--- src/rtl/clk_out_pkg.sv ---
// shared constants, types and helpers for the clock output divider and delay block
//////////////////////////////////////////////////////////////////////////////
// What this block does
// - function select 0 clock, 1 or 3 SYSREF, 2 request passthrough.
// - function select 3 gives a finite pulse burst per request, otherwise low.
// - request accept enable at 0 ignores all requests; function 0 and 1 outputs keep running freely, passthrough stays low.
// - each delay code unit shifts the output by half a VCO period.
// - output frequency is VCO frequency over the output divide value.
// - follower waits seven follower-driver pulses before its outputs start running.
// - request mode select 0 means output sync, 1 means SYSREF pulse request.
// - pulsed SYSREF emits two to the pulse count exponent pulses, then low.
//////////////////////////////////////////////////////////////////////////////
package clk_out_pkg;

  // field widths
  localparam int DIV_W = 12;
  localparam int DLY_W = 12;
  localparam int EXP_W = 3;
  localparam int BURST_W = 8;
  localparam int FCNT_W = 3;

  // register offsets (byte addresses)
  localparam logic [7:0] CTRL_OFS = 8'h00;
  localparam logic [7:0] STATUS_OFS = 8'h04;
  localparam logic [7:0] RUN_OFS = 8'h08;
  localparam logic [7:0] LEVEL_OFS = 8'h0c;
  localparam logic [7:0] CHAN_BASE = 8'h40;
  localparam logic [3:0] CHAN_BASE_IDX = 4'h4;
  localparam logic [1:0] CHAN_DIV_SEL = 2'h0;
  localparam logic [1:0] CHAN_DLY_SEL = 2'h1;
  localparam logic [1:0] CHAN_CFG_SEL = 2'h2;

  // control word fields
  localparam int CTRL_SWREQ_BIT = 0;
  localparam int CTRL_MODE_BIT = 1;
  localparam int CTRL_EXP_LSB = 4;
  localparam int CTRL_FOLLOW_BIT = 8;

  // channel config word fields
  localparam int CFG_FUNC_LSB = 0;
  localparam int CFG_ACCEPT_BIT = 2;

  // reset values
  localparam logic [DIV_W-1:0] DIV_RST = 12'h001;
  localparam logic [DLY_W-1:0] DLY_RST = 12'h000;
  localparam logic [1:0] FUNC_RST = 2'h0;
  localparam logic ACCEPT_RST = 1'b1;
  localparam logic [EXP_W-1:0] EXP_RST = 3'h0;

  // output function select codes
  localparam logic [1:0] FUNC_CLOCK = 2'h0;
  localparam logic [1:0] FUNC_SYSREF = 2'h1;
  localparam logic [1:0] FUNC_PASS = 2'h2;
  localparam logic [1:0] FUNC_PULSED = 2'h3;

  // follower start waits this many driver pulses
  localparam logic [FCNT_W-1:0] FOLLOW_PULSES = 3'h7;

  // bus answers
  localparam logic [1:0] RESP_OKAY = 2'h0;
  localparam logic [1:0] RESP_SLVERR = 2'h2;

  // per-output settings
  typedef struct packed {
    logic [DIV_W-1:0] divide;
    logic [DLY_W-1:0] delay;
    logic [1:0] func;
    logic accept;
  } chan_cfg_t;

  // request events shared by all outputs
  typedef struct packed {
    logic sync;
    logic sysref;
    logic level;
    logic hold;
    logic [EXP_W-1:0] exponent;
  } chan_req_t;

  // byte-lane merge for bus writes
  function automatic logic [31:0] merge_strb(input logic [31:0] old, input logic [31:0] data,
                                             input logic [3:0] strb);
    logic [31:0] res;
    res = old;
    for (int b = 0; b < 4; b++) begin
      if (strb[b]) begin
        res[b*8 +: 8] = data[b*8 +: 8];
      end
    end
    return res;
  endfunction

endpackage

--- src/rtl/clock_output_divider_delay.sv ---
// clock output bank with request handling, follower start and register slave
//
// Added by the designer: the AXI4-Lite register port and the register addresses.
`timescale 1ns/1ps
module clock_output_divider_delay #(
  parameter int N_OUT = 11
) (
  // clock and reset
  input wire logic clk,
  input wire logic rst,
  // register bus write address
  input wire logic [7:0] awaddr,
  input wire logic awvalid,
  output logic awready,
  // register bus write data
  input wire logic [31:0] wdata,
  input wire logic [3:0] wstrb,
  input wire logic wvalid,
  output logic wready,
  // register bus write response
  output logic [1:0] bresp,
  output logic bvalid,
  input wire logic bready,
  // register bus read address
  input wire logic [7:0] araddr,
  input wire logic arvalid,
  output logic arready,
  // register bus read data
  output logic [31:0] rdata,
  output logic [1:0] rresp,
  output logic rvalid,
  input wire logic rready,
  // pins
  input wire logic sync_request_input,
  input wire logic follower_clk_in,
  output logic [N_OUT-1:0] clk_out
);

  //////////////////////////////////////////////////////////////////////////
  // control state

  logic software_request_bit;
  logic request_mode_select;
  logic [clk_out_pkg::EXP_W-1:0] pulse_count_exponent;
  logic follower_mode;
  clk_out_pkg::chan_cfg_t cfg [N_OUT];
  clk_out_pkg::chan_req_t req;
  logic [N_OUT-1:0] running;
  logic [N_OUT-1:0] levels;

  // bus holding registers
  logic [7:0] wr_addr;
  logic [31:0] wr_data;
  logic [3:0] wr_strb;
  logic do_write;
  logic [31:0] next_rdata;
  logic [1:0] next_rresp;
  logic [1:0] next_bresp;

  // request path
  logic [2:0] req_pin_sync;
  logic pin_level;
  logic req_prev;
  logic req_comb;
  logic req_rise;
  logic [2:0] fclk_sync;
  logic fclk_level;
  logic fclk_prev;
  logic follow_wait;
  logic [clk_out_pkg::FCNT_W-1:0] follow_cnt;

  //////////////////////////////////////////////////////////////////////////
  // request pin: three stages, level moves once stages two and three agree

  always_ff @(posedge clk) begin
    if (rst) begin
      req_pin_sync <= 3'h0;
      pin_level <= 1'b0;
    end else begin
      req_pin_sync <= {req_pin_sync[1:0], sync_request_input};
      if (req_pin_sync[1] == req_pin_sync[2]) begin
        pin_level <= req_pin_sync[2];
      end
    end
  end

  // software bit and pin share one request; the rising edge is the event
  assign req_comb = pin_level | software_request_bit;
  assign req_rise = req_comb & !req_prev;

  always_ff @(posedge clk) begin
    if (rst) begin
      req_prev <= 1'b0;
    end else begin
      req_prev <= req_comb;
    end
  end

  //////////////////////////////////////////////////////////////////////////
  // follower start: count driver clock pulses after a sync

  always_ff @(posedge clk) begin
    if (rst) begin
      fclk_sync <= 3'h0;
      fclk_level <= 1'b0;
      fclk_prev <= 1'b0;
    end else begin
      fclk_sync <= {fclk_sync[1:0], follower_clk_in};
      if (fclk_sync[1] == fclk_sync[2]) begin
        fclk_level <= fclk_sync[2];
      end
      fclk_prev <= fclk_level;
    end
  end

  // the driver clock must be slow enough to be sampled at this clock rate
  always_ff @(posedge clk) begin
    if (rst) begin
      follow_wait <= 1'b0;
      follow_cnt <= '0;
    end else if (req_rise && !request_mode_select && follower_mode) begin
      follow_wait <= 1'b1;
      follow_cnt <= '0;
    end else if (follow_wait && fclk_level && !fclk_prev) begin
      follow_cnt <= follow_cnt + 1'b1;
      if (follow_cnt == clk_out_pkg::FOLLOW_PULSES - 1'b1) begin
        follow_wait <= 1'b0;
      end
    end
  end

  // request events fan out to every channel in the same cycle
  always_comb begin
    req.sync = req_rise & !request_mode_select;
    req.sysref = req_rise & request_mode_select;
    req.level = req_comb;
    req.hold = follow_wait;
    req.exponent = pulse_count_exponent;
  end

  //////////////////////////////////////////////////////////////////////////
  // output channels

  genvar i;
  generate
    for (i = 0; i < N_OUT; i++) begin : g_chan
      // per-channel settings written from the bus
      always_ff @(posedge clk) begin
        if (rst) begin
          cfg[i].divide <= clk_out_pkg::DIV_RST;
          cfg[i].delay <= clk_out_pkg::DLY_RST;
          cfg[i].func <= clk_out_pkg::FUNC_RST;
          cfg[i].accept <= clk_out_pkg::ACCEPT_RST;
        end else if (do_write && next_bresp == clk_out_pkg::RESP_OKAY &&
                     wr_addr >= clk_out_pkg::CHAN_BASE &&
                     wr_addr[7:4] - clk_out_pkg::CHAN_BASE_IDX == 4'(i)) begin
          case (wr_addr[3:2])
            clk_out_pkg::CHAN_DIV_SEL: cfg[i].divide <= clk_out_pkg::DIV_W'(
                clk_out_pkg::merge_strb(32'(cfg[i].divide), wr_data, wr_strb));
            clk_out_pkg::CHAN_DLY_SEL: cfg[i].delay <= clk_out_pkg::DLY_W'(
                clk_out_pkg::merge_strb(32'(cfg[i].delay), wr_data, wr_strb));
            clk_out_pkg::CHAN_CFG_SEL: begin
              if (wr_strb[0]) begin
                cfg[i].func <= wr_data[clk_out_pkg::CFG_FUNC_LSB +: 2];
                cfg[i].accept <= wr_data[clk_out_pkg::CFG_ACCEPT_BIT];
              end
            end
            default: begin
            end
          endcase
        end
      end

      clk_out_channel u_chan (
        .clk(clk),
        .rst(rst),
        .cfg(cfg[i]),
        .req(req),
        .out(levels[i]),
        .running(running[i])
      );
    end
  endgenerate

  // channel outputs are already registered inside each channel
  assign clk_out = levels;

  //////////////////////////////////////////////////////////////////////////
  // global control word

  always_ff @(posedge clk) begin
    if (rst) begin
      software_request_bit <= 1'b0;
      request_mode_select <= 1'b0;
      pulse_count_exponent <= clk_out_pkg::EXP_RST;
      follower_mode <= 1'b0;
    end else if (do_write && wr_addr == clk_out_pkg::CTRL_OFS) begin
      if (wr_strb[0]) begin
        software_request_bit <= wr_data[clk_out_pkg::CTRL_SWREQ_BIT];
        request_mode_select <= wr_data[clk_out_pkg::CTRL_MODE_BIT];
        pulse_count_exponent <= wr_data[clk_out_pkg::CTRL_EXP_LSB +: clk_out_pkg::EXP_W];
      end
      if (wr_strb[1]) begin
        follower_mode <= wr_data[clk_out_pkg::CTRL_FOLLOW_BIT];
      end
    end
  end

  //////////////////////////////////////////////////////////////////////////
  // register bus write side: address and data in either order

  assign do_write = !awready && !wready && !bvalid;

  always_ff @(posedge clk) begin
    if (rst) begin
      awready <= 1'b1;
      wready <= 1'b1;
      bvalid <= 1'b0;
      bresp <= clk_out_pkg::RESP_OKAY;
      wr_addr <= 8'h00;
      wr_data <= 32'h0000_0000;
      wr_strb <= 4'h0;
    end else begin
      if (awvalid && awready) begin
        awready <= 1'b0;
        wr_addr <= awaddr;
      end
      if (wvalid && wready) begin
        wready <= 1'b0;
        wr_data <= wdata;
        wr_strb <= wstrb;
      end
      if (do_write) begin
        bvalid <= 1'b1;
        bresp <= next_bresp;
      end else if (bvalid && bready) begin
        bvalid <= 1'b0;
        awready <= 1'b1;
        wready <= 1'b1;
      end
    end
  end

  // writable map: control word and channel words; status words refuse writes
  always_comb begin
    next_bresp = clk_out_pkg::RESP_SLVERR;
    if (wr_addr[1:0] != 2'h0) begin
      next_bresp = clk_out_pkg::RESP_SLVERR;
    end else if (wr_addr == clk_out_pkg::CTRL_OFS) begin
      next_bresp = clk_out_pkg::RESP_OKAY;
    end else if (wr_addr >= clk_out_pkg::CHAN_BASE &&
                 wr_addr[7:4] - clk_out_pkg::CHAN_BASE_IDX < 4'(N_OUT) &&
                 wr_addr[3:2] != 2'h3) begin
      next_bresp = clk_out_pkg::RESP_OKAY;
    end
  end

  //////////////////////////////////////////////////////////////////////////
  // register bus read side: answer one cycle after the address is taken

  always_comb begin
    logic [3:0] idx;
    idx = araddr[7:4] - clk_out_pkg::CHAN_BASE_IDX;
    next_rdata = 32'h0000_0000;
    next_rresp = clk_out_pkg::RESP_OKAY;
    if (araddr == clk_out_pkg::CTRL_OFS) begin
      next_rdata[clk_out_pkg::CTRL_SWREQ_BIT] = software_request_bit;
      next_rdata[clk_out_pkg::CTRL_MODE_BIT] = request_mode_select;
      next_rdata[clk_out_pkg::CTRL_EXP_LSB +: clk_out_pkg::EXP_W] = pulse_count_exponent;
      next_rdata[clk_out_pkg::CTRL_FOLLOW_BIT] = follower_mode;
    end else if (araddr == clk_out_pkg::STATUS_OFS) begin
      next_rdata[0] = req_comb;
      next_rdata[1] = follow_wait;
      next_rdata[4 +: clk_out_pkg::FCNT_W] = follow_cnt;
    end else if (araddr == clk_out_pkg::RUN_OFS) begin
      next_rdata[N_OUT-1:0] = running;
    end else if (araddr == clk_out_pkg::LEVEL_OFS) begin
      next_rdata[N_OUT-1:0] = levels;
    end else if (araddr >= clk_out_pkg::CHAN_BASE && idx < 4'(N_OUT) &&
                 araddr[1:0] == 2'h0) begin
      case (araddr[3:2])
        clk_out_pkg::CHAN_DIV_SEL: next_rdata[clk_out_pkg::DIV_W-1:0] = cfg[idx].divide;
        clk_out_pkg::CHAN_DLY_SEL: next_rdata[clk_out_pkg::DLY_W-1:0] = cfg[idx].delay;
        clk_out_pkg::CHAN_CFG_SEL: begin
          next_rdata[clk_out_pkg::CFG_FUNC_LSB +: 2] = cfg[idx].func;
          next_rdata[clk_out_pkg::CFG_ACCEPT_BIT] = cfg[idx].accept;
        end
        default: next_rresp = clk_out_pkg::RESP_SLVERR;
      endcase
    end else begin
      next_rresp = clk_out_pkg::RESP_SLVERR; // unmapped reads as zero with an error
    end
  end

  always_ff @(posedge clk) begin
    if (rst) begin
      arready <= 1'b1;
      rvalid <= 1'b0;
      rdata <= 32'h0000_0000;
      rresp <= clk_out_pkg::RESP_OKAY;
    end else if (arvalid && arready) begin
      arready <= 1'b0;
      rvalid <= 1'b1;
      rdata <= next_rdata;
      rresp <= next_rresp;
    end else if (rvalid && rready) begin
      rvalid <= 1'b0;
      arready <= 1'b1;
    end
  end

endmodule

--- src/rtl/clk_out_channel.sv ---
// one output channel: divider, half-cycle delay, burst and passthrough logic
`timescale 1ns/1ps
module clk_out_channel (
  // clock and reset
  input wire logic clk,
  input wire logic rst,
  // settings and request events
  input wire clk_out_pkg::chan_cfg_t cfg,
  input wire clk_out_pkg::chan_req_t req,
  // channel state
  output logic out,
  output logic running
);

  logic [clk_out_pkg::DIV_W:0] phase;
  logic [clk_out_pkg::DIV_W-1:0] eff_div;
  logic [clk_out_pkg::DLY_W-1:0] dly_left;
  logic waiting;
  logic div_high;
  logic period_end;
  logic sync_hit;
  logic armed;
  logic bursting;
  logic [clk_out_pkg::BURST_W-1:0] pulses_left;
  logic pass_level;
  logic pass_busy;
  logic [clk_out_pkg::DLY_W-1:0] pass_left;

  // a zero divide would never toggle, so treat it as one
  assign eff_div = (cfg.divide == '0) ? clk_out_pkg::DIV_RST : cfg.divide;
  // high for divide half-VCO steps, low for the same
  assign div_high = phase < {1'b0, eff_div};
  // at or past the end, so a smaller divide written mid-period cannot run the phase to wrap
  assign period_end = phase >= ({eff_div, 1'b0} - 1'b1);
  assign sync_hit = req.sync & cfg.accept;

  // sync restart and delay countdown, held while a follower waits
  always_ff @(posedge clk) begin
    if (rst) begin
      waiting <= 1'b0;
      dly_left <= '0;
    end else if (sync_hit) begin
      waiting <= 1'b1;
      dly_left <= cfg.delay;
    end else if (waiting && !req.hold) begin
      if (dly_left == '0) begin
        waiting <= 1'b0;
      end else begin
        dly_left <= dly_left - 1'b1;
      end
    end
  end

  // divider phase, one step per half VCO period
  always_ff @(posedge clk) begin
    if (rst || sync_hit || waiting) begin
      phase <= '0;
    end else if (period_end) begin
      phase <= '0;
    end else begin
      phase <= phase + 1'b1;
    end
  end

  // pulse burst starts on a period boundary so no runt pulse leaves
  always_ff @(posedge clk) begin
    if (rst || sync_hit) begin
      armed <= 1'b0;
      bursting <= 1'b0;
      pulses_left <= '0;
    end else if (req.sysref && cfg.accept && cfg.func == clk_out_pkg::FUNC_PULSED) begin
      armed <= 1'b1;
      bursting <= 1'b0;
      pulses_left <= clk_out_pkg::BURST_W'(1) << req.exponent;
    end else if (bursting && period_end) begin
      pulses_left <= pulses_left - 1'b1;
      if (pulses_left == clk_out_pkg::BURST_W'(1)) begin
        bursting <= 1'b0;
      end
    end else if (armed && period_end && !waiting) begin
      armed <= 1'b0;
      bursting <= 1'b1;
    end
  end

  // passthrough copies each request level change after the delay code
  always_ff @(posedge clk) begin
    if (rst || !cfg.accept) begin
      pass_level <= 1'b0;
      pass_busy <= 1'b0;
      pass_left <= '0;
    end else if (pass_busy) begin
      if (pass_left == '0) begin
        pass_level <= req.level;
        pass_busy <= 1'b0;
      end else begin
        pass_left <= pass_left - 1'b1;
      end
    end else if (req.level != pass_level) begin
      pass_busy <= 1'b1;
      pass_left <= cfg.delay;
    end
  end

  // output selection, one register stage for every function
  always_ff @(posedge clk) begin
    if (rst) begin
      out <= 1'b0;
    end else begin
      case (cfg.func)
        clk_out_pkg::FUNC_CLOCK: out <= div_high & !waiting;
        clk_out_pkg::FUNC_SYSREF: out <= div_high & !waiting;
        clk_out_pkg::FUNC_PASS: out <= pass_level;
        clk_out_pkg::FUNC_PULSED: out <= div_high & bursting & !waiting;
        default: out <= 1'b0;
      endcase
    end
  end

  // running flag for status readback
  always_ff @(posedge clk) begin
    if (rst) begin
      running <= 1'b0;
    end else begin
      running <= !waiting;
    end
  end

endmodule

--- config.mk ---
export PLATFORM = sky130hd
export DESIGN_NAME = clock_output_divider_delay
export DESIGN_NICKNAME = d
export VERILOG_FILES = /design/src/rtl/clk_out_pkg.sv /design/src/rtl/clock_output_divider_delay.sv /design/src/rtl/clk_out_channel.sv
export SDC_FILE = /design/constraint.sdc
export NUM_CORES = 2
export LEC_CHECK = 0
export BUFFER_PORTS_ARGS = -buffer_cell sky130_fd_sc_hd__buf_2
export CAP_MARGIN = 30
export CORE_MARGIN = 2
export CORE_UTILIZATION = 30
export DETAILED_ROUTE_END_ITERATION = 10
export PLACE_DENSITY = 0.49
export SETUP_SLACK_MARGIN = 0.02
export SYNTH_ARGS = -nofsm -noshare
export SYNTH_HDL_FRONTEND = slang
export SYNTH_SLANG_ARGS = --single-unit
--- constraint.sdc ---
create_clock -name clk -period 12.4 [get_ports clk]
set_clock_uncertainty 0.2 [all_clocks]
set_input_delay 0.62 -clock clk [delete_from_list [all_inputs] [get_ports clk]]
set_output_delay 0.62 -clock clk [all_outputs]
set_load 0.02 [all_outputs]
Word level (Yosys, flattened, before mapping)
Memories as Yosys holds them, arrays and structs flattened.
Index checks and enable logic that the tools add are counted.
{ "classes": {"n_bitwise": 92, "order_cmp": 26, "div_mod_pow": 0, "n_reduce_logical": 383, "shift": 1, "eq_ne": 120, "mul": 0, "add_sub_neg": 58, "muxes": 608} }
{ "op_table": {"columns": ["op", "count"], "rows": [
  ["12-bit two-way mux", 100],
  ["8-bit two-way mux", 110],
  ["12-bit logical NOT", 33],
  ["4-bit two-way mux", 88],
  ["1-bit two-way mux", 267],
  ["12-bit by 1-bit subtractor with 12-bit output, second input constant", 22],
  ["13-bit by 1-bit adder with 13-bit output, second input constant", 11],
  ["13-bit >= comparator", 11],
  ["13-bit by 12-bit less-than comparator with 1-bit output", 11],
  ["13-bit by 1-bit subtractor with 13-bit output, second input constant", 11],
  ["2-bit nonzero test", 71],
  ["2-bit AND reduction", 69],
  ["1-bit logical AND", 95],
  ["8-bit by 1-bit equality test with 1-bit output, second input constant", 11],
  ["8-bit by 1-bit subtractor with 8-bit output, second input constant", 11],
  ["2-bit OR reduction", 34],
  ["2-bit equality test, second input constant", 24],
  ["2-bit two-way mux", 24],
  ["1-bit bitwise AND", 47],
  ["2-bit inequality test, second input constant", 23],
  ["1-bit OR", 45],
  ["2-bit by 1-bit inequality test with 1-bit output, second input constant", 22],
  ["1-bit logical OR", 33],
  ["1-bit case mux with 3 select lines", 11],
  ["other kinds (25)", 104]
]} }
{ "totals": {"rom_bits": 0, "latch_bits": 0, "ram_bits": 297, "memories": 1, "regBits": 635, "out_inout_bits": 52} }
{ "memory_table": {"columns": ["memory", "depth", "width", "rd", "rd_ports_with_merged_regs", "wr", "line", "rtl"], "rows": [
  ["cfg", 11, 27, 12, 0, 11, "clock_output_divider_delay.sv:46", "clk_out_pkg::chan_cfg_t cfg [N_OUT];"]
]} }

Depth between registers and ports, before layout
{ "depth": {"ltp_word": 15, "ltp_mapped": 19, "depth_no_buf": 18} }

By module
From an unflattened synthesis, not the netlist that was laid out.
{ "hier_totals": {"hier_cells": 6149, "area_unflattened_um2": 55791.0} }
{ "modules_own_cells": {"columns": ["mod", "seq_area_each_um2", "area_each_um2", "n_inst", "cells_each"], "rows": [
  ["clk_out_channel (g_chan[10].u_chan ...)", 1041.0, 3515.9, 8, 436],
  ["clock_output_divider_delay", 10139.7, 17125.2, 1, 1367],
  ["clk_out_channel (g_chan[3].u_chan)", 1041.0, 3573.4, 1, 437],
  ["clk_out_channel (g_chan[0].u_chan)", 1041.0, 3489.6, 1, 426],
  ["clk_out_channel (g_chan[9].u_chan)", 1041.0, 3475.8, 1, 431]
]} }

Least setup slack after synthesis
No wires, ideal clock.
{ "synth_path": {"kind": "register to register", "from": "memory cfg[10][20] (netlist bit)", "to": "register g_chan[10].u_chan.pulses_left[1] (netlist bit)", "path_slack_ns": 8.244, "stages_incl_launch_ff": 19, "t_required_ns": 12.126, "t_arrival_ns": 3.882, "path_buffers": 1, "synth_period_minus_slack_ns": 4.156, "cell_sequence": "edfxtp_1 > or4_4 > or3_4 > or3_4 > o41ai_4 > inv_1 > ha_1 > inv_1 > nor2_1 > xnor2_1 > ha_1 > o21ai_0 > nand2b_1 > o211ai_1 > nand2_1 > clkbuf_1 > nand2_1 > mux2_2 > o21ai_0"} }
{ "synth_rtl": {"columns": ["element", "line", "rtl"], "rows": [
  ["start, declared", "clock_output_divider_delay.sv:46", null],
  ["end signal, assigned", "clk_out_channel.sv:74", "pulses_left <= clk_out_pkg::BURST_W'(1) << req.exponent;"],
  ["end signal, assigned", "clk_out_channel.sv:76", "pulses_left <= pulses_left - 1'b1;"],
  ["end, declared", "clk_out_channel.sv:24", "logic [clk_out_pkg::BURST_W-1:0] pulses_left;"]
]} }

==> impl_metrics.tcl <==
set metrics [dict create \
    synth_cells 5997 \
    maxSlewViolCount 0 \
    grt_pass1_wl_um 265000 \
    slowest_stage "or4_4" \
    synth_top_area_cell "dfxtp_1" \
    fillers 18300 \
    chipWidth_um 426 \
    synth_most_common_cell "nor2_1" \
    seqCellArea_um2 21600 \
    multi_input_area_um2 29600 \
    clk_pin_slew_ns 0.06 \
    io_pins 113 \
    clock_latency_ns 0.76 \
    ys_seq_elements 930 \
    drc_errors 0 \
    leakage_nw 22.3 \
    cp.buffers_inverters 1 \
    viasPerCell 5.21 \
    gp_congestion 0.867 \
    relSlewSlack_pct 33.5 \
    fin_nets 6345 \
    htree_levels 3 \
    synth.distinct_cells 97 \
    status "complete, no violations" \
    synth.area.top_cells "dfxtp_1, edfxtp_1, ha_1, nor2_1, xnor2_1" \
    ant_nets 0 \
    hpwl_um 126000 \
    critPathMaxStageDelay_ns 0.60 \
    finalCriticalPeriod_ns 4.79 \
    ir_drop_mv 0.126 \
    pwr_density_cell_nw_per_um2 120 \
    max_freq_mhz 209 \
    crit_fanout 13 \
    wirelength_um 176000 \
    ys_async_sr_fraction_pct 0 \
    clock_sinks 930 \
    clock_path_buffers 3 \
    netlist_top_cells_count "nor2_1, dfxtp_1, nand2_1" \
    crit_top_cell "nand3_1" \
    avgSynthCellArea_um2 8.90 \
    cts_setup_buffers 0 \
    synth_edf_count 297 \
    area_delta_synth_final_pct 11.8 \
    grt_usage_pct 19.1 \
    start_util_pct 30.2 \
    wl_per_cell_um 21.0 \
    cp-end-kind "flip-flop" \
    synth_ff_type "dfxtp_1" \
    vias 43800 \
    rows 154 \
    fin_crit_sh_pct 38.6 \
    cts_tree "built" \
    drt-initial-drc-count 3452 \
    cp_top_family "simple AND/OR/NAND/NOR gates" \
    ys_seq_area_share_pct 40.5 \
    drive_above_1_share_pct 6.95 \
    maxCapViolations 0 \
    synth_top_area_share_pct 23.8 \
    die_area_um2 181000 \
    cts_made_buffers 109 \
    coreArea_um2 176000 \
    antenna_found_initial 13 \
    cp_data_required_time_ns 12.88 \
    start_kind "flip-flop" \
    numPortBuffers 68 \
    grt_max_degree 131 \
    reg2reg_slack_ns 7.61 \
    rsz0062_at_grt "no" \
    final_hold_viol_count 0 \
    grt-ovfl-total 0 \
    setup_viol 0 \
    crit_chain "or4_4, or3_4, or3_4, o41ai_4, inv_1, ha_1, nand3_1, xnor2_1, ha_1, nand3_1, nand3_1, o211ai_1, nand2_1, or3_1, nor2_1" \
    synth-warning-count 0 \
    tightest_slew_ns 0.996 \
    grt_pass1_vias 41500 \
    hp-class "in2reg" \
    critical_path_arrival_ns 5.27 \
    syn_area_um2 53300 \
    first_pass_iters 6 \
    cts_root_buffer "clkbuf_16" \
    utilization_pct 33.8 \
    crit_type "reg2reg" \
    setup_tns_ns 0 \
    dieHeight_um 426 \
]
## per-stage QoR
stage / worst slack, ns / power (mW) / hold slack, ns / cells / area [um^2]
finish: 7.61 / 7.19 / 0.0620 / 8400 / 59700
global route: 7.20 / 7.44 / 0.0526 / 8397 / 59700
CTS: 7.60 / 7.26 / 0.00776 / 8391 / 59600
detailed placement: 7.67 / 3.99 / 0.250 / 8156 / 55800
global placement: 7.63 / 3.98 / 0.245 / 8154 / 55800
floorplan: 8.24 / 3.75 / 0.214 / 6018 / 53400
## worst reg2reg max path: stages, from the launching register on
cell and delay [ns]:
edfxtp_1 0.52, or4_4 0.60, or3_4 0.35, or3_4 0.38, o41ai_4 0.35, inv_1 0.09, ha_1 0.25, nand3_1 0.10
xnor2_1 0.14, ha_1 0.29, nand3_1 0.10, nand3_1 0.10, o211ai_1 0.21, nand2_1 0.26, or3_1 0.61, nor2_1 0.18
## timing repair
item	CTS	global route
hold endpoints to repair	29	0
gates resized for setup	0	0
hold buffers	29	0
## per-layer routing
metal | global-route usage (%) | vias to the layer above | wire length [um]
met5 | 0 | - | 32
met4 | 6.90 | 4 | 6180
met3 | 2.47 | 232 | 9440
met2 | 31.6 | 1062 | 82300
met1 | 25.5 | 21100 | 78500
li1 | - | 21400 | -
## power breakdown
group          total (mW)  switching (mW)  leakage (nW)  internal [mW]
sequential           3.33           0.117          8.11           3.21
combinational       0.608           0.399          12.4          0.209
clock                3.25            1.38          1.75           1.87
## logic make-up (layout without fill, tap and decap cells)
logic type | count (synthesis) | in the layout | synth area share [%]
AOI/OAI and AO/OA | 1222 | 1222 | 14.6
buffers and inverters | 575 | 613 | 4.38
adders and majority gates | 323 | 323 | 7.58
other | 1 | 26 | 0.00703
xor gates and xnor gates | 384 | 384 | 6.30
muxes | 130 | 130 | 4.03
DFF | 930 | 930 | 40.5
and+or+nand+nor | 2432 | 2432 | 22.6
## path summary, 6_finish.rpt
kind | cells past startpoint | startpoint | end
max | 15 | cfg[10][20]$_SDFFCE_PN0P_ | g_chan[10].u_chan.phase[2]$_SDFF_PP0_
min | 3 | awvalid | wr_addr[1]$_SDFFE_PP0P_
max reg2reg | 15 | cfg[10][20]$_SDFFCE_PN0P_ | g_chan[10].u_chan.phase[2]$_SDFF_PP0_
min reg2reg | 2 | g_chan[8].u_chan.armed$_SDFFE_PP0P_ | g_chan[8].u_chan.armed$_SDFFE_PP0P_
## sequential cells by signal, indices dropped and copies added (netlist names), 8 cells and up
name and count:
g_chan.u_chan.armed 11, g_chan.u_chan.pulses_left 88, g_chan.u_chan.pass_left 132, g_chan.u_chan.running 11, g_chan.u_chan.dly_left 132, g_chan.u_chan.pass_level 11
wr_data 12, g_chan.u_chan.bursting 11, g_chan.u_chan.waiting 11, g_chan.u_chan.pass_busy 11, cfg 297, g_chan.u_chan.phase 143
g_chan.u_chan.out 11, wr_addr 8, rdata 12
## area by class of cell
cell class,count,share of cell area [%]
Tap cell,2340,4.91
Timing Repair Buffer,148,1.74
Sequential cell,930,36.2
Multi-Input combinational cell,4513,49.5
Clock buffer,167,5.33
Inverter,259,1.63
Antenna cell,4,0.0168
Clock inverter,39,0.648
## placed cells by master, fill, tap and decap left out, types with 22 or more instances in the layout
master	Yosys	routed
nor2_1	713	712
dfxtp_1	633	630
nand2_1	498	498
a21oi_1	359	359
ha_1	323	323
edfxtp_1	297	297
and2_1	269	269
inv_1	254	254
o21ai_0	251	251
xnor2_1	234	234
nand3_1	218	218
a211oi_1	185	185
nor3_1	165	163
xor2_1	150	150
clkbuf_16	0	113
or3_1	91	91
nand4_1	84	84
nor4_1	83	82
a21o_1	79	79
buf_2	9	67
mux4_2	66	66
nand2b_1	62	62
nor2b_1	56	56
buf_4	42	48
mux2i_1	47	47
and3_1	46	46
a22oi_1	41	41
clkbuf_1	249	38
dlygate4sd3_1	0	29
o22ai_1	28	28
a311oi_1	27	27
a31oi_1	25	25
nand4b_1	25	25
o31ai_1	24	24
or4_1	22	22
o211ai_1	22	22
conb_1	1	22
(Power assumes the default switching activity.)
